--- src/core/flash_prog_pkg.sv ---
// Constants, register map and types for the user-mode flash controller
package flash_prog_pkg;

  // ****************
  // Register map
  // ****************
  localparam int          ADDR_W        = 8;
  localparam logic [7:0]  OFS_UNLOCK    = 8'h00;
  localparam logic [7:0]  OFS_OPCTL     = 8'h04;
  localparam logic [7:0]  OFS_SEC_HI    = 8'h08;
  localparam logic [7:0]  OFS_SEC_LO    = 8'h0c;
  localparam logic [7:0]  OFS_TBL_ADDR  = 8'h10;
  localparam logic [7:0]  OFS_TBL_WDATA = 8'h14;
  localparam logic [7:0]  OFS_TBL_RDATA = 8'h18;
  localparam logic [7:0]  OFS_STATUS    = 8'h1c;

  // ****************
  // Field values
  // ****************
  localparam logic [7:0]  UNLOCK_KEY    = 8'ha5;
  localparam logic [7:0]  UNLOCK_RESET  = 8'h00;
  localparam logic [3:0]  MODE_ERASE    = 4'ha;
  localparam logic [3:0]  MODE_PROG     = 4'h5;
  localparam logic [3:0]  MODE_LOCK     = 4'h6;
  localparam int          START_BIT     = 0;
  localparam int          SEC_LO_BIT    = 7;

  // ****************
  // Option byte decode
  // ****************
  localparam int          OPT_VEC_OFF   = 7;
  localparam int          OPT_SIZE_OFF  = 2;
  localparam logic [15:0] REGION_BASE   = 16'h0100;
  localparam logic [15:0] REGION_END0   = 16'h01ff;
  localparam logic [15:0] REGION_END1   = 16'h02ff;
  localparam logic [15:0] REGION_END2   = 16'h04ff;
  localparam logic [15:0] REGION_END3   = 16'h08ff;
  localparam logic [15:0] VEC_DEFAULT   = 16'h0100;
  localparam logic [15:0] VEC_SEL0      = 16'h0200;
  localparam logic [15:0] VEC_SEL1      = 16'h0300;
  localparam logic [15:0] VEC_SEL2      = 16'h0500;
  localparam logic [15:0] VEC_SEL3      = 16'h0900;

  // ****************
  // Timing
  // ****************
  localparam int          CLK_FREQ_MHZ  = 200;
  localparam int          ERASE_TIME_MS = 10;
  localparam int          ERASE_CYC_DEF = ERASE_TIME_MS * 1000 * CLK_FREQ_MHZ;
  localparam int          CNT_W         = 22;

  typedef enum logic [0:0] {
    ST_IDLE  = 1'b0,
    ST_ERASE = 1'b1
  } fstate_t;

endpackage

--- src/core/opt_decode.sv ---
// Option byte decode: protected region bounds and reset vector
module opt_decode
  import flash_prog_pkg::*;
(
  input  wire logic [7:0]  opt,
  output logic             region_en,
  output logic [15:0]      region_end,
  output logic [15:0]      reset_vec
);

  // region size select
  always_comb begin
    region_en  = ~opt[OPT_SIZE_OFF];
    case (opt[OPT_SIZE_OFF-1 -: 2])
      2'h0:    region_end = REGION_END0;
      2'h1:    region_end = REGION_END1;
      2'h2:    region_end = REGION_END2;
      default: region_end = REGION_END3;
    endcase
  end

  // vector decoded apart from size
  always_comb begin
    if (opt[OPT_VEC_OFF]) begin
      reset_vec = VEC_DEFAULT;
    end else begin
      // vector select codes
      case (opt[OPT_VEC_OFF-1 -: 2])
        2'h0:    reset_vec = VEC_SEL0;
        2'h1:    reset_vec = VEC_SEL1;
        2'h2:    reset_vec = VEC_SEL2;
        default: reset_vec = VEC_SEL3;
      endcase
    end
  end

endmodule

--- src/core/flash_user_program_ctrl.sv ---
// User-mode flash erase, program, read and lock controller on AHB-Lite
//
// Summary of operation
// Protected region refuses user erase and program
// Region exists only when enable bit is 0
// Tool mode may still alter protected region
// Option bits 2..0 select region size
// Option bits 7..5 select reset vector
// Vector and size fields decode independently
// Sector erase only in user mode
// 512 sectors of 128 bytes each
// Software erases a sector before programming it
// Erase lasts 10 ms; sector untouched meanwhile
// Software follows unlock, address, start, relock
// Status bit 3 reports erase failure
// Software idles after starting an operation
// One byte per table write within sector
// Program mode writes table data to address
// Table read works without unlocking
// Mode 0110 with start sets permanent lock
// Only tool chip erase clears the lock
// Unlock register resets to zero; key A5
// Interrupt aborts erase and flags failure
// Bit 0 starts erase and lock only
// Low sector bits 6..0 are ignored
// Refused writes leave flash contents unchanged
//
// The register offsets and the AHB-Lite register port were chosen for this implementation.
module flash_user_program_ctrl
  import flash_prog_pkg::*;
#(
  parameter int unsigned ERASE_CYCLES = ERASE_CYC_DEF
)(
  input  wire logic        hclk,
  input  wire logic        hresetn,
  input  wire logic        hsel,
  input  wire logic [31:0] haddr,
  input  wire logic [1:0]  htrans,
  input  wire logic        hwrite,
  input  wire logic [2:0]  hsize,
  input  wire logic [31:0] hwdata,
  input  wire logic        hready,
  output logic      [31:0] hrdata,
  output logic             hreadyout,
  output logic             hresp,
  input  wire logic [7:0]  option_byte,
  input  wire logic        tool_mode,
  input  wire logic        emulator_mode,
  input  wire logic        irq_request,
  input  wire logic        chip_erase,
  input  wire logic [7:0]  flash_rdata,
  output logic      [15:0] flash_addr,
  output logic      [7:0]  flash_wdata,
  output logic             flash_prog,
  output logic             flash_erase,
  output logic      [15:0] reset_vector,
  output logic             lock_active,
  output logic             erase_busy
);

  // ****************
  // State
  // ****************
  typedef struct packed {
    logic [7:0]       opt_s1;
    logic [7:0]       opt_s2;
    logic [1:0]       mode_s1;
    logic [1:0]       mode_s2;
    logic             ap_valid;
    logic             ap_write;
    logic [7:0]       ap_addr;
    logic [31:0]      hrdata;
    logic             hreadyout;
    logic [7:0]       unlock;
    logic [3:0]       mode;
    logic             status;
    logic [7:0]       sec_hi;
    logic             sec_lo;
    logic [15:0]      tbl_addr;
    logic             lock;
    fstate_t          state;
    logic [CNT_W-1:0] cnt;
    logic [15:0]      flash_addr;
    logic [7:0]       flash_wdata;
    logic             flash_prog;
    logic             flash_erase;
    logic [15:0]      reset_vector;
  } ctrl_state_t;

  localparam ctrl_state_t CTRL_RESET = '{
    hreadyout:    1'b1,
    unlock:       UNLOCK_RESET,
    state:        ST_IDLE,
    reset_vector: VEC_DEFAULT,
    default:      '0
  };

  localparam logic [CNT_W-1:0] ERASE_LAST = CNT_W'(ERASE_CYCLES - 1);

  ctrl_state_t s_reg;
  ctrl_state_t s_next;

  logic        region_en;
  logic [15:0] region_end;
  logic [15:0] dec_vec;

  opt_decode u_opt (
    .opt        (s_reg.opt_s2),
    .region_en  (region_en),
    .region_end (region_end),
    .reset_vec  (dec_vec)
  );

  // ****************
  // Derived conditions
  // ****************
  logic        in_tool;
  logic        in_emu;
  logic        unlocked;
  logic        user_ok;
  logic        prot_on;
  logic [15:0] sec_base;
  logic        sec_prot;
  logic        addr_prot;
  logic        same_sector;
  logic [7:0]  wbyte;

  assign in_tool = s_reg.mode_s2[1];
  assign in_emu  = s_reg.mode_s2[0];

  // key compare
  assign unlocked = (s_reg.unlock == UNLOCK_KEY);
  // unlock, no lock, user mode
  assign user_ok  = unlocked & ~s_reg.lock & ~in_tool & ~in_emu;

  // region only when enabled
  // tool mode bypasses region
  assign prot_on = region_en & ~in_tool;

  // sector base from 9 bits
  assign sec_base = {s_reg.sec_hi, s_reg.sec_lo, {SEC_LO_BIT{1'b0}}};

  // region overlap checks
  assign sec_prot  = prot_on && (sec_base >= REGION_BASE) && (sec_base <= region_end);
  assign addr_prot = prot_on && (s_reg.tbl_addr >= REGION_BASE)
                     && (s_reg.tbl_addr <= region_end);

  // write must fall in loaded sector
  assign same_sector = (s_reg.tbl_addr[15:SEC_LO_BIT] == {s_reg.sec_hi, s_reg.sec_lo});

  assign wbyte = hwdata[7:0];

  // ****************
  // Next state
  // ****************
  always_comb begin
    logic [31:0] rd;
    rd = '0;
    s_next = s_reg;
    s_next.flash_prog = 1'b0;

    // Option and mode pin levels pass two stages before use; irq_request and chip_erase are used directly
    s_next.opt_s1  = option_byte;
    s_next.opt_s2  = s_reg.opt_s1;
    s_next.mode_s1 = {tool_mode, emulator_mode};
    s_next.mode_s2 = s_reg.mode_s1;
    s_next.reset_vector = dec_vec;

    // Read mux for the address phase
    case (haddr[ADDR_W-1:0])
      OFS_UNLOCK:    rd = {24'h0000_00, s_reg.unlock};
      OFS_OPCTL:     rd = {24'h0000_00, s_reg.mode, s_reg.status, 2'b00,
                           (s_reg.state == ST_ERASE)};
      OFS_SEC_HI:    rd = {24'h0000_00, s_reg.sec_hi};
      OFS_SEC_LO:    rd = {24'h0000_00, s_reg.sec_lo, {SEC_LO_BIT{1'b0}}};
      OFS_TBL_ADDR:  rd = {16'h0000, s_reg.tbl_addr};
      // table read needs no unlock
      OFS_TBL_RDATA: rd = {24'h0000_00, flash_rdata};
      OFS_STATUS:    rd = {s_reg.reset_vector, 13'h0000, region_en,
                           (s_reg.state == ST_ERASE), s_reg.lock};
      default:       rd = '0;
    endcase

    if (hready) begin
      s_next.ap_valid = hsel & htrans[1];
      s_next.ap_write = hwrite;
      s_next.ap_addr  = haddr[ADDR_W-1:0];
      s_next.hrdata   = (hsel & htrans[1] & ~hwrite) ? rd : '0;
    end

    // ****************
    // Register writes in the data phase
    // ****************
    if (s_reg.ap_valid && s_reg.ap_write) begin
      case (s_reg.ap_addr)
        OFS_UNLOCK: begin
          s_next.unlock = wbyte;
        end
        OFS_OPCTL: begin
          // Control changes only while unlocked and idle
          if (unlocked && s_reg.state == ST_IDLE) begin
            s_next.mode = wbyte[7:4];
            // start bit triggers erase and lock
            if (wbyte[START_BIT]) begin
              case (wbyte[7:4])
                MODE_ERASE: begin
                  // erase gate
                  if (user_ok && !sec_prot) begin
                    s_next.state       = ST_ERASE;
                    s_next.cnt         = '0;
                    s_next.status      = 1'b0;
                    s_next.flash_erase = 1'b1;
                    s_next.flash_addr  = sec_base;
                  end else begin
                    // refused erase reads as failed
                    s_next.status = 1'b1;
                  end
                end
                MODE_LOCK: begin
                  // permanent lock
                  if (!in_tool && !in_emu) begin
                    s_next.lock = 1'b1;
                  end
                end
                default: begin
                end
              endcase
            end
          end
        end
        OFS_SEC_HI: begin
          s_next.sec_hi = wbyte;
        end
        OFS_SEC_LO: begin
          // only bit 7 kept
          s_next.sec_lo = wbyte[SEC_LO_BIT];
        end
        OFS_TBL_ADDR: begin
          s_next.tbl_addr = hwdata[15:0];
          if (s_reg.state == ST_IDLE) begin
            s_next.flash_addr = hwdata[15:0];
          end
        end
        OFS_TBL_WDATA: begin
          // byte program gate
          if (user_ok && s_reg.mode == MODE_PROG && s_reg.state == ST_IDLE
              && same_sector && !addr_prot) begin
            s_next.flash_prog  = 1'b1;
            s_next.flash_wdata = wbyte;
            s_next.flash_addr  = s_reg.tbl_addr;
          end
        end
        default: begin
        end
      endcase
    end

    // ****************
    // Erase sequencer
    // ****************
    case (s_reg.state)
      ST_IDLE: begin
      end
      ST_ERASE: begin
        s_next.cnt = s_reg.cnt + 1'b1;
        if (irq_request) begin
          // abort leaves failure flag
          s_next.status      = 1'b1;
          s_next.state       = ST_IDLE;
          s_next.flash_erase = 1'b0;
          s_next.flash_addr  = s_reg.tbl_addr;
        // full erase time
        end else if (s_reg.cnt == ERASE_LAST) begin
          s_next.status      = 1'b0;
          s_next.state       = ST_IDLE;
          s_next.flash_erase = 1'b0;
          s_next.flash_addr  = s_reg.tbl_addr;
        end
      end
      default: begin
        s_next.state       = ST_IDLE;
        s_next.flash_erase = 1'b0;
      end
    endcase

    // lock cleared by tool chip erase only
    if (chip_erase && in_tool) begin
      s_next.lock = 1'b0;
    end
  end

  always_ff @(posedge hclk or negedge hresetn) begin
    if (!hresetn) begin
      s_reg <= CTRL_RESET;
    end else begin
      s_reg <= s_next;
    end
  end

  // ****************
  // Outputs
  // ****************
  assign hrdata       = s_reg.hrdata;
  assign hreadyout    = s_reg.hreadyout;
  assign hresp        = 1'b0;
  assign flash_addr   = s_reg.flash_addr;
  assign flash_wdata  = s_reg.flash_wdata;
  assign flash_prog   = s_reg.flash_prog;
  assign flash_erase  = s_reg.flash_erase;
  assign reset_vector = s_reg.reset_vector;
  assign lock_active  = s_reg.lock;
  assign erase_busy   = (s_reg.state == ST_ERASE);

endmodule

--- config.mk ---
export PLATFORM = sky130hd
export DESIGN_NAME = flash_user_program_ctrl
export DESIGN_NICKNAME = d
export VERILOG_FILES = /design/src/core/flash_prog_pkg.sv /design/src/core/opt_decode.sv /design/src/core/flash_user_program_ctrl.sv
export SDC_FILE = /design/constraint.sdc
export NUM_CORES = 1
export LEC_CHECK = 0
export BUFFER_PORTS_ARGS = -buffer_cell sky130_fd_sc_hd__buf_2
export CAP_MARGIN = 20
export CORE_AREA = 2 2 121 211
export DETAILED_ROUTE_END_ITERATION = 6
export DIE_AREA = 0 0 123 213
export GPL_ROUTABILITY_DRIVEN = 0
export GPL_TIMING_DRIVEN = 0
export PLACE_DENSITY = 0.54
export REMOVE_ABC_BUFFERS = 1
export SYNTH_ARGS = -nofsm -noshare
export SYNTH_HDL_FRONTEND = slang
export SYNTH_SLANG_ARGS = --single-unit
--- constraint.sdc ---
create_clock -name hclk -period 2.6 [get_ports hclk]
set_input_delay 0.26 -clock hclk [delete_from_list [all_inputs] [get_ports hclk]]
set_output_delay 0.26 -clock hclk [all_outputs]
set_load 0.02 [all_outputs]
# Yosys cells after proc, flatten, opt, wreduce, memory -nomap -nowiden
# Cells that the tools add are included.
# W data, S select, Z words.
dict set report word_totals {
  out_inout_bits 78
  reg_bits 166
}
dict set report classes {
  n_mux 42
  addsub 1
  n_eq_ne 21
  magnitude_cmp 4
  n_bitwise 12
  reduce_logical 41
}
# cell count
set op_table {}
lappend op_table {{$pmux W32 S7} 1}
lappend op_table {{$mux W39} 3}
lappend op_table {{$mux W16} 5}
lappend op_table {{$mux W40} 2}
lappend op_table {{$mux W76} 1}
lappend op_table {{$pmux W12 S3} 2}
lappend op_table {{$pmux W16 S3} 1}
lappend op_table {{$eq A8 B5 Y1 const B} 5}
lappend op_table {{$eq A8 B4 Y1 const B} 4}
lappend op_table {{$ge A16 B9 Y1 const B} 2}
lappend op_table {{$le A16 B16 Y1} 2}
lappend op_table {{$mux W32} 1}
lappend op_table {{$mux W25} 1}
lappend op_table {{$mux W24} 1}
lappend op_table {{$reduce_bool A2 Y1} 12}
lappend op_table {{$add A22 B1 Y22 const B} 1}
lappend op_table {{$eq A22 B21 Y1 const B} 1}
lappend op_table {{$mux W1} 22}
lappend op_table {{$eq A8 B3 Y1 const B} 2}
lappend op_table {{$logic_not A8 Y1} 2}
lappend op_table {{$logic_and A1 B1 Y1} 13}
lappend op_table {{$reduce_and A6 Y1} 2}
lappend op_table {{$eq A9 B9 Y1} 1}
lappend op_table {{$mux W9} 1}
lappend op_table {{12 further kinds} 33}

# Logic depth before layout (Yosys ltp)
dict set report logic_depth {
  ltp_word 15
  depth_mapped 9
}

# Modules after synthesis
# A second synthesis with hierarchy kept.
dict set report hier_totals {
  cells_unflattened 826
  area_unflattened_um2 8994.9
}
# mod cells_each n_inst seq_area_each_um2 area_per_inst_um2
set by_module_without_submodules {}
lappend by_module_without_submodules {flash_user_program_ctrl 791 1 4155.2 8753.4}
lappend by_module_without_submodules {opt_decode 35 1 0.0 241.5}

# Least setup slack after synthesis
# Ideal clock, no wire load.
dict set report synth_timing {
  path_kind {reg-to-reg}
  startpoint {reg s_reg[152] (netlist name)}
  endpoint {reg s_reg, in the netlist flash_addr[5]}
  setup_ps 124
  arrival_ps 2331
  path_slack_ps 145
  stages_incl_launch_ff 10
  cell_sequence {dfrtp_1 or2_2 ha_1 nand2_1 or3_1 a211o_1 nand4_2 buf_4 a21boi_0 a211o_1}
}
# item line
set synth_lines {}
lappend synth_lines {{from (decl)} flash_user_program_ctrl.sv:100} ;# ctrl_state_t s_reg;
lappend synth_lines {{from (signal assigned)} flash_user_program_ctrl.sv:296} ;# s_reg <= s_next;

==> flow_metrics.tcl <==
set metrics [dict create \
    grt_pass1_wl_um 30790 \
    post-route-min-period_ns 2.622 \
    core_um2 24530 \
    yosys.area.top_type "dfrtp_1" \
    largest_register_ffs 76 \
    fp.dieH_um 213 \
    wl_um 20040 \
    synthDistinctLibCells 67 \
    synthToLayoutAreaGrowth_pct 19.01 \
    regArea_um2 3460 \
    maxUsedRoutingLayer "met4" \
    start_kind "register" \
    fin_nets 819 \
    gr-total-overflow 0 \
    hold_viol_final 0 \
    grt_max_degree 87 \
    min_path_type "input port to register" \
    setup_viol 8 \
    syn_area_per_cell_um2 11.20 \
    cts_buffer_depth 2 \
    fmax_ghz 0.3813 \
    synth_seq_cells 138 \
    ir_drop_mv 0.3740 \
    critPathArrivalTime_ns 2.94 \
    fp.dieArea_um2 26200 \
    cts_tree "done" \
    wl_met3_um 791 \
    fin_crit_sh_pct 100.9 \
    r2r-start "s_reg[151]" \
    netlist.area_leader.share_pct 47.31 \
    synthCells 647 \
    cts_root_buffer "clkbuf_16" \
    worstSetupPathType "register to register" \
    placed_area_um2 7607 \
    dr.pass1.iters 4 \
    htreeDepth 4 \
    via_per_inst 4.983 \
    synth_common_cells "dfrtp_1, buf_4, mux2_2, nand2_1, nor2_1" \
    drv_slew 0 \
    hp-start "chip_erase" \
    slew_headroom_pct 31.63 \
    fin_area_um2 8625 \
    endpoint_kind "register" \
    syn_area_um2 7247 \
    power_density_nw_per_um2 591.3 \
    crit_path_start "s_reg[151]" \
    maxCapViolCount 0 \
    start_util_pct 29.54 \
    cts_sinks 138 \
    whs_ns 0.03710 \
    synth.most_common_cell "dfrtp_1" \
    required_ns 2.91 \
    fillers 2526 \
    synth_edf_count 0 \
    cts_made_buffers 17 \
    synth_top_flop_cell "dfrtp_1" \
    grt_antenna_before_repair 0 \
    tightest_slew_ns 1.026 \
    synth.top_cells.by_area "dfrtp_1, mux2_2, buf_4" \
    io_pins 172 \
    num_rows 76 \
    grt_pass1_vias 5258 \
    routed-wl-met2_um 10790 \
    cp_max_fo 6 \
    met1Wirelength_um 7609 \
    leakagePower_uw 0.003888 \
    drive_gt1_share_pct 34.66 \
    clkLatencyLatePin_ns 0.43 \
    multi_input_comb_area_um2 3299 \
    rsz0062_at_grt "yes" \
    hpwl_um 14440 \
    ant_nets 0 \
    violations "negative setup slack" \
    setup_ws_ns -0.02235 \
    drtIter0Drc 191 \
    cts.clk_slew.worst_paths_ns 0.06 \
    yosys_warnings 0 \
    async_flop_share_pct 100.0 \
    fin_skew_ns 0.007619 \
    drc 0 \
    die_w_um 123 \
    status "finished with violations" \
    grt_usage_pct 15.94 \
    routedWlPerCell_um 19.21 \
    port_buffers 99 \
    vias 5197 \
    ys_seq_area_share_pct 47.67 \
]
[metal layers]
layer  vias to the layer above  global-route usage, %
li1                       2410                      -
met1                      2595                  17.76
met2                       147                  28.08
met3                        45                  3.526
met4                         0                  8.072
met5                         -                      0
[final cells by class]
cell class	instances	area share (%)
multi-input cells	415	38.26
clock buffers	20	5.411
well taps	312	4.526
repair buffers	122	9.038
diodes	1	0.02901
clock inverters	12	1.625
flip-flops and latches	138	40.11
inverters	23	1.001
[through the flow]
stage          std cells  power [µW]  setup slack (ns)  setup TNS, ns  utilization [%]
3_5_place_dp         988        2664           -0.6871         -17.14            31.01
5_1_grt             1042        5310          -0.09309         -1.591            35.14
3_3_place_gp         986        2651           -0.9652        -130.27            30.83
4_1_cts             1039        5158          -0.04452        -0.2098            34.65
2_1_floorplan        575        2474          -0.02057        -0.1851                -
6_report            1043        5100          -0.02235       -0.06955            35.15
[repair_timing]
action                                  4_1_cts  5_1_grt
cloned                                        1        1
hold buffers                                  9        0
setup buffers                                 9        2
endpoints found under the setup margin       38       48
endpoints found under the hold margin        60        0
pin swaps                                     8        8
resized for setup                            22       14
[report_power, final]
part	internal (µW)	total, µW	switching (µW)
registers	2210	2290	73.8
logic	145	358	213
clock network	1500	2460	960
total	3850	5100	1250
[path summary, 6_finish.rpt]
path | end | slack [ns] | cells after the start
setup reg to reg | flash_addr[3] | -0.02 | 10
max in group asynchronous | reset_vector[8] | 1.43 | 3
hold reg to reg | s_reg[152] | 0.35 | 0
setup / recovery | flash_addr[3] | -0.02 | 10
hold / removal | lock_active | 0.04 | 2
min in group asynchronous | flash_wdata[2] | 0.34 | 2
[logic make-up after synthesis]
logic type / count (synthesis) / synth area share (%)
AND/OR/NAND/NOR: 164 / 13.14
flip-flops: 138 / 47.67
AO/OA/AOI/OAI: 122 / 13.21
buffers and inverters: 119 / 10.27
multiplexers: 73 / 11.69
XOR/XNOR: 21 / 2.538
adder cells (fa/ha/maj): 8 / 1.381
other: 2 / 0.1036
[placed cells by master (no fill, tap or decap), types with 5 or more instances in the layout]
cell / instances
dfrtp_1: 135
buf_2: 98
mux2_2: 61
nand2_1: 33
nor2_1: 30
conb_1: 26
inv_1: 23
a22o_1: 22
o21ai_0: 19
clkbuf_16: 18
nand3_1: 17
xnor2_1: 16
nand4_1: 12
a22oi_1: 11
and3_1: 10
a221o_1: 10
dlygate4sd3_1: 9
buf_4: 9
a21oi_1: 8
mux2_4: 8
o22ai_1: 8
nor4_1: 7
a211o_1: 7
a221oi_1: 7
ha_1: 7
nor3_1: 6
a21boi_1: 5
xor2_1: 5
[worst max-delay path, cell delays in order (launching register included)]
cell	delay (ns)
dfrtp_2	0.42
or2_4	0.26
ha_4	0.26
nand2_2	0.03
or3_4	0.33
a211o_4	0.37
buf_12	0.14
nand4_4	0.18
buf_12	0.15
a21boi_1	0.06
a211o_1	0.30
(Power assumes the default switching activity.)
